### src/pxafe_map.svh
// Purpose: offsets, field positions, reset values and timing counts
// Assumes: included by the control module only
// Notes:   register offsets are byte addresses on a 32-bit bus
`ifndef PXAFE_MAP_SVH
`define PXAFE_MAP_SVH
// ============================================================
// register byte offsets
`define PXAFE_OFF_CTRL0   8'h00
`define PXAFE_OFF_CTRL1   8'h04
`define PXAFE_OFF_DAC     8'h08
`define PXAFE_OFF_TRIM0   8'h0C
`define PXAFE_OFF_TRIM1   8'h10
`define PXAFE_OFF_CTRIM   8'h14
// ============================================================
// field positions
`define PXAFE_C0_AMP1_ON  7
`define PXAFE_C0_AMP0_ON  6
`define PXAFE_C0_CMP_ON   5
`define PXAFE_C1_AMP1_CAL 7
`define PXAFE_C1_AMP0_CAL 6
`define PXAFE_CT_RESULT   7
// ============================================================
// reset values
`define PXAFE_RST_CTRL0   8'h00
`define PXAFE_RST_CTRL1   6'h00
`define PXAFE_RST_DAC     8'h00
`define PXAFE_RST_TRIM    8'h20
`define PXAFE_RST_CTRIM   7'h10
// ============================================================
// timing: one debounce tick is one system clock period
`define PXAFE_TICK_CYCLES 7'h01
`endif

### src/pxafe_pkg.sv
// Purpose: types shared by the proximity front end control
// Assumes: nothing beyond the map header
// Notes:   holds types only
package pxafe_pkg;
  // ============================================================
  // response codes of the register bus
  typedef enum logic [1:0] {
    PXAFE_OKAY   = 2'h0,
    PXAFE_SLVERR = 2'h2
  } pxafe_resp_t;
  // ============================================================
  // interrupt edge selection
  typedef enum logic [1:0] {
    PXAFE_EDGE_NONE = 2'h0,
    PXAFE_EDGE_RISE = 2'h1,
    PXAFE_EDGE_FALL = 2'h2,
    PXAFE_EDGE_BOTH = 2'h3
  } pxafe_edge_t;
  // ============================================================
  // bus slave states, one-hot
  typedef enum logic [2:0] {
    PXAFE_IDLE = 3'h1,
    PXAFE_BRSP = 3'h2,
    PXAFE_RRSP = 3'h4
  } pxafe_state_t;
endpackage

### src/pxafe_ctrl.sv
// Purpose: register control and comparator debounce of a proximity AFE
// Assumes: AXI4-Lite slave on clk_in; analog results synchronous to clk_in
// Notes:   analog blocks sit outside; this drives their enables and codes
//
// Overview of operation
// - amp one enable clear: amp one off, its output high impedance.
// - amp zero enable clear: amp zero off, its output high impedance.
// - comparator/DAC enable clear: comparator forced low, DAC high Z.
// - edge field: 00 none, 01 rising, 10 falling, 11 both edges.
// - debounce code 000 passes the raw comparator result straight through.
// - codes 001..111 filter over about 2^n system clock periods.
// - each amp has a bandwidth bit: 0 low current, 1 high bandwidth.
// - two-bit hysteresis and two-bit bias fields, read/write, reset zero.
// - each amp's calibration output is a read-only status bit.
// - reference DAC driven by an 8-bit read/write code.
// - mode bit picks calibration; ref bit picks non-inverting input.
// - each amp has a 6-bit trim field resetting to 100000.
// - read-only comparator result: 1 when input exceeds DAC level.
// - comparator has mode, ref select, 5-bit trim resetting to 10000.
// - interrupt raised on the selected edge of the filtered result.
//
// The register offsets and the AXI4-Lite register port were left to the implementer.
`timescale 1ns/1ps
`include "pxafe_map.svh"

module pxafe_ctrl (
  input  wire logic        clk_in,
  input  wire logic        sys_rst_in,
  input  wire logic [7:0]  s_axi_awaddr_in,
  input  wire logic        s_axi_awvalid_in,
  output logic             s_axi_awready_out,
  input  wire logic [31:0] s_axi_wdata_in,
  input  wire logic [3:0]  s_axi_wstrb_in,
  input  wire logic        s_axi_wvalid_in,
  output logic             s_axi_wready_out,
  output logic [1:0]       s_axi_bresp_out,
  output logic             s_axi_bvalid_out,
  input  wire logic        s_axi_bready_in,
  input  wire logic [7:0]  s_axi_araddr_in,
  input  wire logic        s_axi_arvalid_in,
  output logic             s_axi_arready_out,
  output logic [31:0]      s_axi_rdata_out,
  output logic [1:0]       s_axi_rresp_out,
  output logic             s_axi_rvalid_out,
  input  wire logic        s_axi_rready_in,
  input  wire logic        comparator_raw_in,
  input  wire logic        amp_zero_cal_output_in,
  input  wire logic        amp_one_cal_output_in,
  output logic             amp_zero_on_out,
  output logic             amp_one_on_out,
  output logic             comparator_dac_on_out,
  output logic             amp_zero_speed_select_out,
  output logic             amp_one_speed_select_out,
  output logic [1:0]       hysteresis_select_out,
  output logic [1:0]       comparator_bias_select_out,
  output logic [7:0]       reference_dac_code_out,
  output logic [7:0]       amp_zero_trim_out,
  output logic [7:0]       amp_one_trim_out,
  output logic [6:0]       comparator_trim_out,
  output logic             filtered_comparator_result_out,
  output logic             proximity_irq_out
);

  // ============================================================
  // register state
  logic [7:0] ctrl0_q, ctrl0_d;
  logic [5:0] ctrl1_q, ctrl1_d;
  logic [7:0] dac_q, dac_d;
  logic [7:0] trim0_q, trim0_d;
  logic [7:0] trim1_q, trim1_d;
  logic [6:0] ctrim_q, ctrim_d;
  logic       aw_got_q, aw_got_d;
  logic       w_got_q, w_got_d;
  logic [7:0] waddr_q, waddr_d;
  logic [7:0] wdata_q, wdata_d;
  logic       wstrb_q, wstrb_d;
  logic [1:0] bresp_q, bresp_d;
  logic [31:0] rdata_q, rdata_d;
  logic [1:0] rresp_q, rresp_d;
  pxafe_pkg::pxafe_state_t st_q, st_d;
  // debounce and interrupt state
  logic       cmp_q, cmp_d;
  logic       raw_last_q, raw_last_d;
  logic [6:0] deb_cnt_q, deb_cnt_d;
  logic       filt_q, filt_d;
  logic       irq_q, irq_d;
  logic [6:0] deb_limit;
  logic       wr_fire;
  logic [7:0] awa, wda;

  // ============================================================
  // write capture: address and data in either order
  always_comb begin
    aw_got_d = aw_got_q;
    w_got_d  = w_got_q;
    waddr_d  = waddr_q;
    wdata_d  = wdata_q;
    wstrb_d  = wstrb_q;
    if (s_axi_awvalid_in && !aw_got_q) begin
      aw_got_d = 1'b1;
      waddr_d  = s_axi_awaddr_in;
    end
    if (s_axi_wvalid_in && !w_got_q) begin
      w_got_d = 1'b1;
      wdata_d = s_axi_wdata_in[7:0];
      wstrb_d = s_axi_wstrb_in[0];
    end
    if (wr_fire) begin
      aw_got_d = 1'b0;
      w_got_d  = 1'b0;
    end
  end

  // both halves held, no response pending
  assign wr_fire = aw_got_q && w_got_q && (st_q == pxafe_pkg::PXAFE_IDLE);
  assign awa = waddr_q;
  assign wda = wdata_q;

  // ============================================================
  // register writes; only byte lane 0 carries data
  always_comb begin
    ctrl0_d = ctrl0_q;
    ctrl1_d = ctrl1_q;
    dac_d   = dac_q;
    trim0_d = trim0_q;
    trim1_d = trim1_q;
    ctrim_d = ctrim_q;
    bresp_d = bresp_q;
    if (wr_fire) begin
      bresp_d = pxafe_pkg::PXAFE_OKAY;
      case (awa)
        `PXAFE_OFF_CTRL0: if (wstrb_q) ctrl0_d = wda;
        `PXAFE_OFF_CTRL1: if (wstrb_q) ctrl1_d = wda[5:0];
        `PXAFE_OFF_DAC:   if (wstrb_q) dac_d = wda;
        `PXAFE_OFF_TRIM0: if (wstrb_q) trim0_d = wda;
        `PXAFE_OFF_TRIM1: if (wstrb_q) trim1_d = wda;
        `PXAFE_OFF_CTRIM: if (wstrb_q) ctrim_d = wda[6:0];
        default: bresp_d = pxafe_pkg::PXAFE_SLVERR;
      endcase
    end
  end

  // ============================================================
  // response state machine: one write or one read at a time
  always_comb begin
    st_d    = st_q;
    rdata_d = rdata_q;
    rresp_d = rresp_q;
    case (st_q)
      pxafe_pkg::PXAFE_IDLE: begin
        if (wr_fire) begin
          st_d = pxafe_pkg::PXAFE_BRSP;
        end else if (s_axi_arvalid_in) begin
          st_d    = pxafe_pkg::PXAFE_RRSP;
          rresp_d = pxafe_pkg::PXAFE_OKAY;
          rdata_d = 32'h0000_0000;
          case (s_axi_araddr_in)
            `PXAFE_OFF_CTRL0: rdata_d[7:0] = ctrl0_q;
            `PXAFE_OFF_CTRL1:
              rdata_d[7:0] = {amp_one_cal_output_in,
                              amp_zero_cal_output_in, ctrl1_q};
            `PXAFE_OFF_DAC:   rdata_d[7:0] = dac_q;
            `PXAFE_OFF_TRIM0: rdata_d[7:0] = trim0_q;
            `PXAFE_OFF_TRIM1: rdata_d[7:0] = trim1_q;
            `PXAFE_OFF_CTRIM: rdata_d[7:0] = {cmp_q, ctrim_q};
            default: rresp_d = pxafe_pkg::PXAFE_SLVERR;
          endcase
        end
      end
      pxafe_pkg::PXAFE_BRSP: if (s_axi_bready_in) st_d = pxafe_pkg::PXAFE_IDLE;
      pxafe_pkg::PXAFE_RRSP: if (s_axi_rready_in) st_d = pxafe_pkg::PXAFE_IDLE;
      default: st_d = pxafe_pkg::PXAFE_IDLE;
    endcase
  end

  // ============================================================
  // debounce: limit is 2^n - 1 stable cycles after the change cycle
  always_comb begin
    deb_limit = 7'h00;
    case (ctrl0_q[2:0])
      3'h1: deb_limit = 7'h01;
      3'h2: deb_limit = 7'h03;
      3'h3: deb_limit = 7'h07;
      3'h4: deb_limit = 7'h0F;
      3'h5: deb_limit = 7'h1F;
      3'h6: deb_limit = 7'h3F;
      3'h7: deb_limit = 7'h7F;
      default: deb_limit = 7'h00;
    endcase
  end

  always_comb begin
    // disabled comparator reads low
    cmp_d      = ctrl0_q[`PXAFE_C0_CMP_ON] & comparator_raw_in;
    raw_last_d = cmp_q;
    deb_cnt_d  = deb_cnt_q;
    filt_d     = filt_q;
    if (ctrl0_q[2:0] == 3'h0) begin
      filt_d    = cmp_q;
      deb_cnt_d = 7'h00;
    end else if (cmp_q != raw_last_q) begin
      deb_cnt_d = `PXAFE_TICK_CYCLES;
    end else if (cmp_q != filt_q) begin
      if (deb_cnt_q >= deb_limit) begin
        filt_d    = cmp_q;
        deb_cnt_d = 7'h00;
      end else begin
        deb_cnt_d = deb_cnt_q + 7'h01;
      end
    end else begin
      deb_cnt_d = 7'h00;
    end
    // one-cycle request on the selected edge of the filtered result
    case (ctrl0_q[4:3])
      pxafe_pkg::PXAFE_EDGE_RISE: irq_d = filt_d & ~filt_q;
      pxafe_pkg::PXAFE_EDGE_FALL: irq_d = ~filt_d & filt_q;
      pxafe_pkg::PXAFE_EDGE_BOTH: irq_d = filt_d ^ filt_q;
      default: irq_d = 1'b0;
    endcase
  end

  // ============================================================
  // registers
  always_ff @(posedge clk_in) begin
    if (sys_rst_in) begin
      ctrl0_q    <= `PXAFE_RST_CTRL0;
      ctrl1_q    <= `PXAFE_RST_CTRL1;
      dac_q      <= `PXAFE_RST_DAC;
      trim0_q    <= `PXAFE_RST_TRIM;
      trim1_q    <= `PXAFE_RST_TRIM;
      ctrim_q    <= `PXAFE_RST_CTRIM;
      aw_got_q   <= 1'b0;
      w_got_q    <= 1'b0;
      waddr_q    <= 8'h00;
      wdata_q    <= 8'h00;
      wstrb_q    <= 1'b0;
      bresp_q    <= 2'h0;
      rdata_q    <= 32'h0000_0000;
      rresp_q    <= 2'h0;
      st_q       <= pxafe_pkg::PXAFE_IDLE;
      cmp_q      <= 1'b0;
      raw_last_q <= 1'b0;
      deb_cnt_q  <= 7'h00;
      filt_q     <= 1'b0;
      irq_q      <= 1'b0;
    end else begin
      ctrl0_q    <= ctrl0_d;
      ctrl1_q    <= ctrl1_d;
      dac_q      <= dac_d;
      trim0_q    <= trim0_d;
      trim1_q    <= trim1_d;
      ctrim_q    <= ctrim_d;
      aw_got_q   <= aw_got_d;
      w_got_q    <= w_got_d;
      waddr_q    <= waddr_d;
      wdata_q    <= wdata_d;
      wstrb_q    <= wstrb_d;
      bresp_q    <= bresp_d;
      rdata_q    <= rdata_d;
      rresp_q    <= rresp_d;
      st_q       <= st_d;
      cmp_q      <= cmp_d;
      raw_last_q <= raw_last_d;
      deb_cnt_q  <= deb_cnt_d;
      filt_q     <= filt_d;
      irq_q      <= irq_d;
    end
  end

  // ============================================================
  // outputs, all from flip-flops; the bus ready and valid outputs through small decodes of them
  assign s_axi_awready_out = !aw_got_q;
  assign s_axi_wready_out  = !w_got_q;
  assign s_axi_bvalid_out  = (st_q == pxafe_pkg::PXAFE_BRSP);
  assign s_axi_bresp_out   = bresp_q;
  assign s_axi_arready_out = (st_q == pxafe_pkg::PXAFE_IDLE) && !wr_fire;
  assign s_axi_rvalid_out  = (st_q == pxafe_pkg::PXAFE_RRSP);
  assign s_axi_rdata_out   = rdata_q;
  assign s_axi_rresp_out   = rresp_q;
  assign amp_one_on_out    = ctrl0_q[`PXAFE_C0_AMP1_ON];
  assign amp_zero_on_out   = ctrl0_q[`PXAFE_C0_AMP0_ON];
  assign comparator_dac_on_out = ctrl0_q[`PXAFE_C0_CMP_ON];
  assign hysteresis_select_out      = ctrl1_q[5:4];
  assign comparator_bias_select_out = ctrl1_q[3:2];
  assign amp_one_speed_select_out   = ctrl1_q[1];
  assign amp_zero_speed_select_out  = ctrl1_q[0];
  assign reference_dac_code_out     = dac_q;
  assign amp_zero_trim_out          = trim0_q;
  assign amp_one_trim_out           = trim1_q;
  assign comparator_trim_out        = ctrim_q;
  assign filtered_comparator_result_out = filt_q;
  assign proximity_irq_out          = irq_q;
endmodule

### config.mk
export PLATFORM = sky130hd
export DESIGN_NAME = pxafe_ctrl
export DESIGN_NICKNAME = d
export VERILOG_FILES = /design/src/pxafe_pkg.sv /design/src/pxafe_ctrl.sv
export VERILOG_INCLUDE_DIRS = /design/src
export SDC_FILE = /design/constraint.sdc
export NUM_CORES = 1
export LEC_CHECK = 0
export CORE_MARGIN = 2
export CORE_UTILIZATION = 45
export DETAILED_ROUTE_END_ITERATION = 8
export DONT_BUFFER_PORTS = 1
export GPL_TIMING_DRIVEN = 0
export HOLD_SLACK_MARGIN = 0.12
export SLEW_MARGIN = 20
export SYNTH_ARGS = -nofsm -noshare
export SYNTH_HDL_FRONTEND = slang
export SYNTH_SLANG_ARGS = --single-unit
### constraint.sdc
create_clock -name clk_in -period 3.1 [get_ports clk_in]
set_input_delay 0.775 -clock clk_in [delete_from_list [all_inputs] [get_ports clk_in]]
set_output_delay 0.775 -clock clk_in [all_outputs]
set_load 0.02 [all_outputs]
Word level (Yosys, flattened, before mapping). Cells that the tools add are included. Widths: inputs -> output; s select.

Output and inout bits: 83. Register bits after elaboration: 90. Bits of input ports: 62. Logic and storage cells: 100.

Multiplexer cells: 17. $add $sub $neg: 1. Bitwise logic cells: 8. Eq/ne operators: 28. Reductions and logical operators: 24. Order comparisons: 1.

Operators by type and width (count): $pmux 7 s7 (1); $pmux 8 s6 (1); $eq 8x4->1 const B (4); $eq 8x5->1 const B (4); $reduce_and 3->1 (8); $eq 8x3->1 const B (2); $logic_not 8->1 (2); $eq 3x3->1 const B (5); $mux 3 (4); $reduce_or 6->1 (2); $eq 3x2->1 const B (3); $pmux 3 s3 (1); $add 7x1->7 const B (1); $ge 7x7->1 (1); $mux 1 (7); $eq 3x1->1 const B (2); $logic_and 1x1->1 (5); $reduce_or 5->1 (1); $eq 2x2->1 const B (2); $mux 2 (2); $ne 2x1->1 const B (2); $not 1->1 (4); $reduce_or 2->1 (2); $and 1x1->1 (3); 7 further kinds (10).

Longest topological paths before layout. Gate-level depths: netlist of the first run.

Word-level depth: 10. Mapped depth: 13. Mapped depth without buffers: 12.

Least setup slack after synthesis of the first run. Ideal clock, no wire load.

Path type: register to register. From: register ctrl0_q[1]. To: register irq_q (netlist: proximity_irq_out). Setup slack: 262 ps. Period minus slack after synthesis: 2838 ps. Cell stages (with the launch flop): 14. Required time: 2958 ps. Arrival time: 2695 ps. Buffers on the path: 1. Setup time: 142 ps. Cell sequence: dfxtp_1 -> clkbuf_1 -> nor3_1 -> inv_1 -> ha_1 -> nand2b_1 -> nand3_1 -> a21oi_1 -> o41ai_1 -> mux2_2 -> ha_1 -> inv_1 -> mux2i_1 -> o32ai_1.

Cells in the longest elaborated chain, start to end: 10. Elaborated cells between the ends (all ways): 19. Classes of those cells: order compare (1); eq/ne (7); mux (6); bitwise (4); reduce/logical (1).

RTL lines: from (decl) (line pxafe_ctrl.sv:66) `logic [7:0] ctrl0_q, ctrl0_d;`; from (signal assigned) (line pxafe_ctrl.sv:226) `` ctrl0_q <= `PXAFE_RST_CTRL0; ``; from (signal assigned) (line pxafe_ctrl.sv:247) `ctrl0_q <= ctrl0_d;`; $eq 3x3->1 (tied with other cells) (line pxafe_ctrl.sv:180) `case (ctrl0_q[2:0])`; $pmux 7 s7 (line pxafe_ctrl.sv:180); $ge 7x7->1 (line pxafe_ctrl.sv:204) `if (deb_cnt_q >= deb_limit) begin`; $mux 1 (line pxafe_ctrl.sv:204); $mux 1 (line pxafe_ctrl.sv:203) `end else if (cmp_q != filt_q) begin`; $mux 1 (line pxafe_ctrl.sv:201) `end else if (cmp_q != raw_last_q) begin`; $mux 1 * (line pxafe_ctrl.sv:198) `if (ctrl0_q[2:0] == 3'h0) begin`; $not 1->1 (line pxafe_ctrl.sv:216) `pxafe_pkg::PXAFE_EDGE_FALL: irq_d = ~filt_d & filt_q;`; $and 1x1->1 (line pxafe_ctrl.sv:216); $pmux 1 s3 * (line pxafe_ctrl.sv:214) `case (ctrl0_q[4:3])`; to (signal assigned) (line pxafe_ctrl.sv:266) `irq_q <= irq_d;`; to (decl) (line pxafe_ctrl.sv:86) `logic irq_q, irq_d;`.

Every way passes the cells marked *; elsewhere a longest branch is shown, timed or not. A chain may end at the register's enable or synchronous reset.

Worst setup path in the final report of the first run. Ends and elaborated chain as after synthesis.

==> results of run 1 <==
-- through the flow --
stage	setup TNS [ns]	setup slack (ns)	area, um^2	utilization (%)
floorplan	0	0.262	4250	-
global placement	-0.110	-0.110	4390	48.2
detailed placement	-0.164	-0.164	4390	48.2
CTS	0	0.0828	4590	50.4
global route	0	0.0633	4610	50.6
finish	0	0.242	4610	50.6
-- tightest hold or removal path: cells and delay by family (launching register included) --
family | cells | cell delay [ns]
and+or+nand+nor | 1 | 0.07
AOI/OAI and AO/OA | 1 | 0.05
DFF | 1 | 0.35
-- cell families (layout without fill, tap and decap cells) --
logic type / count (synthesis) / in the layout
other: 1 / 26
AO/OA/AOI/OAI: 54 / 54
flip-flops: 88 / 88
AND/OR/NAND/NOR: 184 / 184
XOR/XNOR: 7 / 7
adder cells (fa/ha/maj): 9 / 9
buffers and inverters: 61 / 77
multiplexers: 61 / 61
-- cell type report --
type,count,area [um^2]
clock inverter,6,50.0
inverter,10,37.5
timing repair buffer,1,7.51
buffer,50,292
multi-input combinational,341,2190
tap,111,139
fill,909,4500
clock buffer,10,138
sequential,88,1760
-- layer usage --
metal  GRT usage (%)  up-vias  share of wire, %
met5               0        -                 0
met4            5.37        0               1.0
met3            8.15        9               9.3
met2            33.7      108                47
met1            27.4     1530                43
li1                -     1620                 -
-- repair_timing --
action	in CTS	in global routing
endpoints found under the setup margin	1	1
pin swaps	0	2
gates resized for setup	2	2
setup buffers	0	1
-- report_power, final --
group	switching, mW	leakage [nW]	internal, mW	total, mW
clock	0.440	0.0956	0.326	0.766
sequential	0.0385	0.713	1.15	1.19
combinational	0.126	1.02	0.0698	0.196
-- placed cells by master (no fill, tap or decap), drive strengths merged, types with 5 or more instances in the layout --
master	instances
nand2b	6
conb	26
nor4	5
mux2i	59
inv	14
ha	9
clkbuf	28
a21oi	25
nand2	34
nor2	91
o21ai	7
nor3	13
dfxtp	88
nor2b	6
buf	33
a221o	7
-- state kept, by name, summed over array words and instances (netlist names), 3 cells and up --
signal,count
amp_one_trim_out,8
amp_zero_trim_out,8
awa,8
ctrl0_q,8
reference_dac_code_out,8
s_axi_rdata_out,8
wda,8
comparator_trim_out,7
deb_cnt_q,7
ctrl1_q,6
st_q,3
-- worst min path at each step --
| stage | cells after the start | startpoint | slack, ns | endpoint |
|---|---|---|---|---|
| after detailed placement | 2 | wstrb_q | 0.50 | wstrb_q |
| after CTS | 2 | comparator_raw_in | 0.51 | cmp_q |
| after global routing | 2 | comparator_raw_in | 0.52 | cmp_q |
| final | 2 | wstrb_q | 0.51 | wstrb_q |
| after floorplan | 2 | wstrb_q | 0.46 | wstrb_q |
| after global placement | 2 | wstrb_q | 0.49 | wstrb_q |
==> parameters.txt, run 1 <==
Parameter                              Value

CTS
  CTS tree ... done
  Clock sinks ... 88
  Cts bufs inserted ... 9
  CTS clk-pin slew, worst paths ... 0.10 ns
  Source-to-sink clock delay at the later pin of the worst-skew pair ... 0.36 ns
  Clk Tree Root Cell ... clkbuf_8
  Hold bufs inserted after CTS ... 0
  Number of buffers on the longest clock path ... 2
  H-tree Lvls ... 3

Synthesis
  Top area cells in the synthesized netlist ... dfxtp_1 42%, mux2i_1 14%, nor2_1 8.2%, buf_4 4.7%, nand2_1 3.1%
  Post-Synthesis Cells ... 465
  Share of async-settable or async-resettable flops after synthesis ... 0%
  Number of warnings printed during yosys synthesis ... 0
  Synth area leader ... dfxtp_1
  Cell with the most instances after synthesis ... nor2_1
  Cell Area, Synth ... 4160 um^2
  Arithmetic-cell share of the synthesized area counting full adders, half adders and majority gates ... 2.71%
  Number of enable flip-flop cells after synthesis ... 0
  Sequential-to-total area share from yosys stat ... 42.4%
  Synth Area in Simple Gates ... 22.2%
  Share of the synthesized area in compound gates (AO/OA/AOI/OAI) ... 8.45%
  Xor/xnor share of the synthesized area ... 1.47%
  Distinct cell type count after synthesis ... 49
  Per-instance average area after synthesis ... 8.94 um^2
  Multiplexer share of the synthesized area ... 14.7%
  Main synth FF type ... dfxtp_1
  Commonest cells post-synth ... 91 x nor2_1, 88 x dfxtp_1, 59 x mux2i_1, 34 x nand2_1, 26 x buf_4
  Combinational family with the most area after synthesis ... simple AND/OR/NAND/NOR gates
  Area share of the largest cell type after synthesis ... 42.4%
  Synthesis-stage register bit count ... 88

Route
  Remaining antenna violation count ... 0
  Vias per cell ... 5.29
  Number of vias after detailed routing ... 3267
  Number of search-and-repair iterations in the first detailed-routing pass ... 4
  Total wire length ... 10500 um
  Number of DRC markers after the initial detailed-route iteration ... 121
  Total DRC errors in the routed layout ... 0
  Routed wire length per instance ... 16.9 um

Global routing
  Maximum number of pins on one net before global-route repair ... 17
  Total overflow reported by the global router ... 0
  Wire length of the first global-routing pass ... 16500 um
  Via count of the first global-routing pass ... 3008
  All-layer global routing usage ... 21.3%
  Antenna violations before repair ... 0

Pwr
  Total leakage power ... 1.83 nW
  Power after layout ... 2.15 mW
  PD cells ... 467 nW/um^2
  Maximum vdd drop ... 0.000263 V

Worst setup path
  Largest stage delay, worst path ... 0.38 ns
  Critical-path cell list ... clkbuf_1 > o21ai_0 > ha_1 > a211oi_1 > nor2_1 > o41ai_4 > mux2_2 > ha_1 > inv_1 > mux2i_1 > o32ai_1
  Worst-path fanout max ... 8
  Worst path slowest cell ... mux2_2
  R2R cell count ... 11
  Critical path buffer and inverter count ... 2
  Critical path arrival ... 3.08 ns
  Register-to-Register Setup Slack ... 0.24 ns
  Start-to-end type of the worst setup path ... flop to flop
  Worst flop-to-flop path endpoint ... proximity_irq_out
  Critical path startpoint category ... flop
  Kind of end point of the critical path ... flop
  Critical path data required time ... 3.33 ns
  Start point of the critical path ... ctrl0_q[1]
  Most numerous cell on the critical path ... ha_1
  Cell family contributing the most delay on the critical path ... compound AO/OA/AOI/OAI gates
  Critical path depth ... 11
  Startpoint of the lowest-slack register-to-register path ... ctrl0_q[1]
  Critical Path Sink ... proximity_irq_out

Finish
  Number of nets at the end of the flow ... 572
  Antenna fix cells ... 0
  Area Growth Syn to Fin ... 10.9%
  Share of cells above drive strength 1 ... 12.3%
  Final Non-Filler Cells ... 617

Floorplanning
  Number of I/O pins ... 145
  Initial Utilization ... 45.7%
  Core area ... 9110 um^2
  Die height ... 100 um
  Std cell rows ... 35
  Die outline width ... 100 um
  Die Footprint ... 10000 um^2

STA
  Setup repair after global routing missed its margin ... false
  Final period util ... 92.2%
  Final critical-path required period ... 2.86 ns
  Max_slew headroom ... 41.1%
  Clock Skews ... 0.0123 ns
  Maximum frequency from static timing analysis ... 350 MHz
  Transition at the pin with the smallest max-transition slack ... 0.876 ns
  Hold violation total from the final report ... 0
  Number of pins exceeding their max-slew limit in the final report ... 0
  Smallest hold slack ... 0.514 ns
  Final-report setup violation count ... 0

Run
  Count of max-cap constraint violations ... 0

Placement
  Detail Placement HPWL ... 7840 um
  IO buf count ... 0
  Number of placed instances with taps included ... 601
  GP Congestion ... 0.827

Min path
  Hold/Removal Path Class ... flop to flop

Run status
  Outcome ... completed
No activity file was read; power rests on OpenSTA's default activity.
==> inputs of run 2 (changes only) <==
Settings changed: MAX_ROUTING_LAYER set to met4.
==> run 2 against run 1 <==
Net effect: sequential share of layout area stayed put; setup slack worse by 0.016 ns; non-clock buffer count unchanged; die area unchanged; clock-buffer cell count unchanged; critical endpoint unchanged; design area unchanged; sequential power about the same; maximum frequency shrank 0.56%; clock power barely moved; total power barely moved; via count up 0.28%; worst hold slack gained 0.0020 ns.
==> parameters.txt, run 2 (same netlist as run 1, synthesis figures left out) <==
Parameter                              Value

Run status
  Outcome ... completed (unchanged)

Floorplanning
  Die Footprint ... 10000 um^2 (unchanged)
  Die outline width ... 100 um (unchanged)
  Core area ... 9110 um^2 (unchanged)
  Die height ... 100 um (unchanged)
  Initial Utilization ... 45.7% (unchanged)
  Std cell rows ... 35 (unchanged)
  Number of I/O pins ... 145 (unchanged)

Finish
  Share of cells above drive strength 1 ... 12.3% (unchanged)
  Commonest cells after routing, fill and taps aside ... 91 x nor2_1, 88 x dfxtp_1, 59 x mux2i_1 (unchanged)
  Area Growth Syn to Fin ... 10.9% (unchanged)
  Number of nets at the end of the flow ... 572 (unchanged)
  Finished Core Util ... 50.6% (unchanged)
  Design Area, Final ... 4610 um^2 (unchanged)
  Antenna fix cells ... 0 (unchanged)
  Most frequent standard cell in the layout excluding fill and tap cells ... nor2_1 (unchanged)

STA
  Hold violation total from the final report ... 0 (unchanged)
  Final-report setup violation count ... 0 (unchanged)
  Final critical-path required period ... 2.87 ns (was 2.86 ns)
  Max_slew headroom ... 40.5% (was 41.1%)
  Transition at the pin with the smallest max-transition slack ... 0.886 ns (was 0.876 ns)
  Final period util ... 92.7% (was 92.2%)
  Setup repair after global routing missed its margin ... false (unchanged)
  Number of pins exceeding their max-slew limit in the final report ... 0 (unchanged)
  Maximum frequency from static timing analysis ... 348 MHz (was 350 MHz)
  Clock Skews ... 0.0107 ns (was 0.0123 ns)

Worst setup path
  Worst-path fanout max ... 8 (unchanged)
  Critical path data required time ... 3.32 ns (was 3.33 ns)
  Critical path startpoint category ... flop (unchanged)
  Start point of the critical path ... ctrl0_q[1] (unchanged)
  Register-to-Register Setup Slack ... 0.23 ns (was 0.24 ns)
  Worst flop-to-flop path endpoint ... proximity_irq_out (unchanged)
  Startpoint of the lowest-slack register-to-register path ... ctrl0_q[1] (unchanged)
  Kind of end point of the critical path ... flop (unchanged)
  Critical path arrival ... 3.10 ns (was 3.08 ns)
  Start-to-end type of the worst setup path ... flop to flop (unchanged)
  Critical Path Sink ... proximity_irq_out (unchanged)
  R2R cell count ... 11 (unchanged)

Pwr
  Relative contribution of the clock network to total power ... 35.6% (about the same)
  Combinational Power Share ... 9.1% (about the same)
  Net switching share of the total power ... 28.1% (was 28.0%)
  Maximum vdd drop ... 0.000263 V (about the same)
  Total leakage power ... 1.83 nW (unchanged)
  Power after layout ... 2.16 mW (was 2.15 mW)
  Sequential Power Share ... 55.4% (about the same)
  Power Internal ... 1.55 mW (about the same)
  Net switching power ... 0.605 mW (was 0.604 mW)
  PD cells ... 467 nW/um^2 (about the same)

CTS
  CTS clk-pin slew, worst paths ... 0.10 ns (about the same)
  Cts bufs inserted ... 9 (unchanged)
  Number of buffers on the longest clock path ... 2 (unchanged)
  Clock sinks ... 88 (unchanged)
  H-tree Lvls ... 3 (unchanged)
  Source-to-sink clock delay at the later pin of the worst-skew pair ... 0.36 ns (about the same)
  CTS tree ... done (unchanged)
  Hold bufs inserted after CTS ... 0 (unchanged)
  Clk Tree Root Cell ... clkbuf_8 (unchanged)

Global routing
  Via count of the first global-routing pass ... 3013 (was 3008)
  Antenna violations before repair ... 0 (unchanged)
  Total overflow reported by the global router ... 0 (unchanged)
  All-layer global routing usage ... 21.9% (was 21.3%)
  Maximum number of pins on one net before global-route repair ... 17 (unchanged)
  Wire length of the first global-routing pass ... 16400 um (was 16500 um)

Route
  Remaining antenna violation count ... 0 (unchanged)
  Vias per cell ... 5.31 (was 5.29)
  Total DRC errors in the routed layout ... 0 (unchanged)
  Total wire length ... 10500 um (about the same)
  Routed wire length per instance ... 17.0 um (was 16.9 um)
  Number of DRC markers after the initial detailed-route iteration ... 122 (was 121)
  Number of vias after detailed routing ... 3276 (was 3267)
  Number of search-and-repair iterations in the first detailed-routing pass ... 4 (unchanged)

Placement
  Area post-placement ... 4390 um^2 (unchanged)
  IO buf count ... 0 (unchanged)
  GP Congestion ... 0.839 (was 0.827)
  Detail Placement HPWL ... 7840 um (unchanged)

Min path
  Hold/Removal Path Class ... flop to flop (unchanged)

Run
  Count of max-cap constraint violations ... 0 (unchanged)
==> run 2: worst max-delay path, cell delays in order (launching register included) <==
cell and delay (ns):
dfxtp_1 0.33, clkbuf_1 0.31, o21ai_0 0.14, ha_1 0.31, a211oi_1 0.21, nor2_1 0.12, o41ai_4 0.33, mux2_2 0.38
ha_1 0.27, inv_1 0.05, mux2i_1 0.06, o32ai_1 0.23
==> run 2: per-layer routing <==
layer / wire [um] / global-route usage [%]
met5: 0 / -
met4: 72 / 5.37
met3: 944 / 7.52
met2: 4960 / 33.8
met1: 4520 / 27.6
==> run 2: worst min path at each step <==
stage                           start       to  slack, ns  cells after the start
floorplan                     wstrb_q  wstrb_q       0.46                      2
global placement              wstrb_q  wstrb_q       0.49                      2
detailed placement            wstrb_q  wstrb_q       0.50                      2
CTS                 comparator_raw_in    cmp_q       0.51                      2
global route        comparator_raw_in    cmp_q       0.52                      2
finish                        wstrb_q  wstrb_q       0.52                      2
==> run 2: metrics by stage <==
step / setup WS (ns) / std cells / setup TNS (ns) / hold slack (ns)
6_report: 0.226 / 617 / 0 / 0.516
5_1_grt: 0.0632 / 617 / 0 / 0.522
4_1_cts: 0.0828 / 617 / 0 / 0.511
3_5_place_dp: -0.164 / 601 / -0.164 / 0.501
3_3_place_gp: -0.110 / 601 / -0.110 / 0.488
2_1_floorplan: 0.262 / 490 / 0 / 0.463
==> run 2: area by class of cell <==
cell class	count	area [um^2]
fill	909	4500
multi-input combinational	341	2190
sequential	88	1760
buffer	50	292
tap	111	139
clock buffer	10	138
clock inverter	6	50.0
inverter	10	37.5
timing repair buffer	1	7.51
==> run 2: what timing repair did <==
item,4_1_cts,5_1_grt
endpoints found under the setup margin,1,1
gates cloned,0,0
resized for setup,2,2
setup buffers,0,1
endpoints found under the hold margin,0,0
pin swaps,0,2
==> run 2: power groups by stage <==
stage | combinational (mW) | sequential, mW | clock (mW)
after floorplan | 0.164 | 1.21 | 0
after global placement | 0.192 | 1.22 | 0
after detailed placement | 0.196 | 1.22 | 0
after CTS | 0.196 | 1.19 | 0.787
after global routing | 0.216 | 1.20 | 0.836
final | 0.196 | 1.19 | 0.766
==> inputs of run 3 (changes only) <==
Settings changed: CORE_ASPECT_RATIO set to 1.25.
==> run 3 against run 2 <==
Net effect: critical path depth increased by 2; first-iteration DRC count is 99% higher; sequential power barely moved; clock skew down 0.0014 ns; non-clock buffer count up 1; utilization is 1.9 points higher; register-to-register slack improved by 0.04 ns; setup slack improved by 0.038 ns; worst hold slack got worse by 0.021 ns; combinational power is essentially flat.
==> parameters.txt, run 3 (same netlist as run 1, synthesis figures left out) <==
Parameter                              Value

STA
  Final-report setup violation count ... 0 (unchanged)
  Final critical-path required period ... 2.84 ns (was 2.87 ns)
  Smallest hold slack ... 0.495 ns (was 0.516 ns)
  Final period util ... 91.5% (was 92.7%)
  Hold violation total from the final report ... 0 (unchanged)
  Maximum frequency from static timing analysis ... 353 MHz (was 348 MHz)
  Post-Route Setup TNS ... 0 ns (unchanged)
  Transition at the pin with the smallest max-transition slack ... 0.840 ns (was 0.886 ns)
  Clock Skews ... 0.00934 ns (was 0.0107 ns)
  Number of pins exceeding their max-slew limit in the final report ... 0 (unchanged)
  Setup repair after global routing missed its margin ... false (unchanged)
  Max_slew headroom ... 43.5% (was 40.5%)

Global routing
  Total overflow reported by the global router ... 0 (unchanged)
  Antenna violations before repair ... 0 (unchanged)
  Maximum number of pins on one net before global-route repair ... 15 (was 17)
  Wire length of the first global-routing pass ... 16500 um (was 16400 um)
  Via count of the first global-routing pass ... 3054 (was 3013)
  All-layer global routing usage ... 21.8% (was 21.9%)

CTS
  Number of buffers on the longest clock path ... 2 (unchanged)
  Hold bufs inserted after CTS ... 0 (unchanged)
  Cts bufs inserted ... 9 (unchanged)
  CTS clk-pin slew, worst paths ... 0.07 ns (was 0.10 ns)
  Clk Tree Root Cell ... clkbuf_16 (was clkbuf_8)
  Clock sinks ... 88 (unchanged)
  Source-to-sink clock delay at the later pin of the worst-skew pair ... 0.34 ns (was 0.36 ns)
  CTS tree ... done (unchanged)
  H-tree Lvls ... 3 (unchanged)

Floorplanning
  Die height ... 111 um (was 100 um)
  Core area ... 9080 um^2 (was 9110 um^2)
  Number of I/O pins ... 145 (unchanged)
  Die Footprint ... 10000 um^2 (about the same)
  Initial Utilization ... 45.8% (was 45.7%)
  Std cell rows ... 39 (was 35)
  Die outline width ... 90.0 um (was 100 um)

Placement
  Detail Placement HPWL ... 7880 um (was 7840 um)
  GP Congestion ... 0.840 (was 0.839)
  IO buf count ... 0 (unchanged)
  Area post-placement ... 4410 um^2 (was 4390 um^2)
  Number of placed instances with taps included ... 613 (was 601)

Route
  Total DRC errors in the routed layout ... 0 (unchanged)
  Remaining antenna violation count ... 0 (unchanged)
  Number of search-and-repair iterations in the first detailed-routing pass ... 4 (unchanged)
  Total wire length ... 10400 um (was 10500 um)
  Routed wire length per instance ... 16.5 um (was 17.0 um)
  Vias per cell ... 5.14 (was 5.31)
  Number of DRC markers after the initial detailed-route iteration ... 243 (was 122)
  Number of vias after detailed routing ... 3232 (was 3276)

Worst setup path
  Worst path slowest cell ... o41ai_4 (was mux2_2)
  Largest stage delay, worst path ... 0.40 ns (was 0.38 ns)
  Start-to-end type of the worst setup path ... flop to flop (unchanged)
  Worst-path fanout max ... 8 (unchanged)
  Kind of end point of the critical path ... flop (unchanged)
  Critical path data required time ... 3.30 ns (was 3.32 ns)
  Critical path startpoint category ... flop (unchanged)
  Worst flop-to-flop path endpoint ... proximity_irq_out (unchanged)
  R2R cell count ... 13 (was 11)
  Critical path arrival ... 3.04 ns (was 3.10 ns)
  Startpoint of the lowest-slack register-to-register path ... ctrl0_q[1] (unchanged)
  Register-to-Register Setup Slack ... 0.26 ns (was 0.23 ns)
  Critical-path cell list ... clkbuf_1 > nor3_4 > inv_1 > ha_1 > nand2b_1 > nand3_1 > a21oi_1 > o41ai_4 > mux2_2 > ha_1 > inv_1 > mux2i_1 > o32ai_1 (was clkbuf_1 > o21ai_0 > ha_1 > a211oi_1 > nor2_1 > o41ai_4 > mux2_2 > ha_1 > inv_1 > mux2i_1 > o32ai_1)
  Start point of the critical path ... ctrl0_q[1] (unchanged)

Pwr
  Net switching share of the total power ... 23.6% (was 28.1%)
  Combinational Power Share ... 7.7% (was 9.1%)
  Power after layout ... 2.55 mW (was 2.16 mW)
  Maximum vdd drop ... 0.000416 V (was 0.000263 V)
  Total leakage power ... 1.89 nW (was 1.83 nW)
  Power Internal ... 1.95 mW (was 1.55 mW)
  PD cells ... 535 nW/um^2 (was 467 nW/um^2)
  Relative contribution of the clock network to total power ... 45.5% (was 35.6%)
  Sequential Power Share ... 46.8% (was 55.4%)
  Net switching power ... 0.603 mW (was 0.605 mW)

Finish
  Fillers ... 885 (was 909)
  Commonest cells after routing, fill and taps aside ... 91 x nor2_1, 88 x dfxtp_1, 59 x mux2i_1 (unchanged)
  Antenna fix cells ... 0 (unchanged)
  Final Non-Filler Cells ... 629 (was 617)
  Number of nets at the end of the flow ... 573 (was 572)
  Design Area, Final ... 4770 um^2 (was 4610 um^2)
  Area Growth Syn to Fin ... 14.7% (was 10.9%)
  Most frequent standard cell in the layout excluding fill and tap cells ... nor2_1 (unchanged)
  Share of cells above drive strength 1 ... 12.3% (unchanged)

Run
  Count of max-cap constraint violations ... 0 (unchanged)

Run status
  Outcome ... completed (unchanged)

Min path
  Depth of the worst hold-timing path ... 2 (unchanged)
  Worst Min Path Start ... wstrb_q (unchanged)
  Worst hold endpoint ... wstrb_q (unchanged)
  Hold/Removal Path Class ... flop to flop (unchanged)
==> run 3: timing repair <==
item,4_1_cts,5_1_grt
setup buffers,0,2
resized for setup,1,3
setup endpoints to repair,1,1
gates cloned,0,0
pin swaps,0,1
==> run 3: layer usage <==
| metal | track usage (%) | part of all wire, % | wire length, um |
|---|---|---|---|
| met1 | 24.0 | 39 | 3990 |
| met2 | 36.8 | 51 | 5260 |
| met3 | 6.22 | 8.5 | 876 |
| met4 | 9.85 | 2.2 | 229 |
| met5 | - | 0 | 0 |
==> run 3: final cells by class <==
cell class / count / area, um^2 / area share, %
multi-input combinational: 341 / 2190 / 45.9
sequential: 88 / 1760 / 36.9
buffer: 50 / 292 / 6.11
clock buffer: 10 / 239 / 5.01
tap: 123 / 154 / 3.23
clock inverter: 5 / 81.3 / 1.71
inverter: 10 / 37.5 / 0.787
timing repair buffer: 2 / 15.0 / 0.315
==> run 3: critical path: cells and delay by family, from the launching register on <==
kind | cells | cell delay, ns
AOI/OAI and AO/OA | 3 | 0.60
adders and majority gates | 2 | 0.54
buffers and inverters | 3 | 0.31
DFF | 1 | 0.30
muxes | 2 | 0.50
and+or+nand+nor | 3 | 0.45
==> run 3: power by group through the flow <==
stage / clock [mW] / combinational (mW) / sequential, mW
2_1_floorplan: 0 / 0.164 / 1.21
3_3_place_gp: 0 / 0.192 / 1.22
3_5_place_dp: 0 / 0.194 / 1.22
4_1_cts: 1.18 / 0.195 / 1.19
5_1_grt: 1.23 / 0.217 / 1.20
6_report: 1.16 / 0.196 / 1.19
==> run 3: metrics by stage <==
stage	setup WS, ns	utilization, %
floorplan	0.262	-
global placement	-0.0903	48.6
detailed placement	-0.153	48.6
CTS	0.0347	52.2
global route	0.00993	52.5
finish	0.264	52.5
==> run 3: worst max-delay path by stage <==
stage / endpoint / depth (start not counted) / slack [ns]
6_report: proximity_irq_out / 13 / 0.26
5_1_grt: proximity_irq_out / 13 / 0.01
4_1_cts: proximity_irq_out / 13 / 0.03
3_5_place_dp: proximity_irq_out / 13 / -0.15
3_3_place_gp: proximity_irq_out / 13 / -0.09
2_1_floorplan: proximity_irq_out / 13 / 0.26
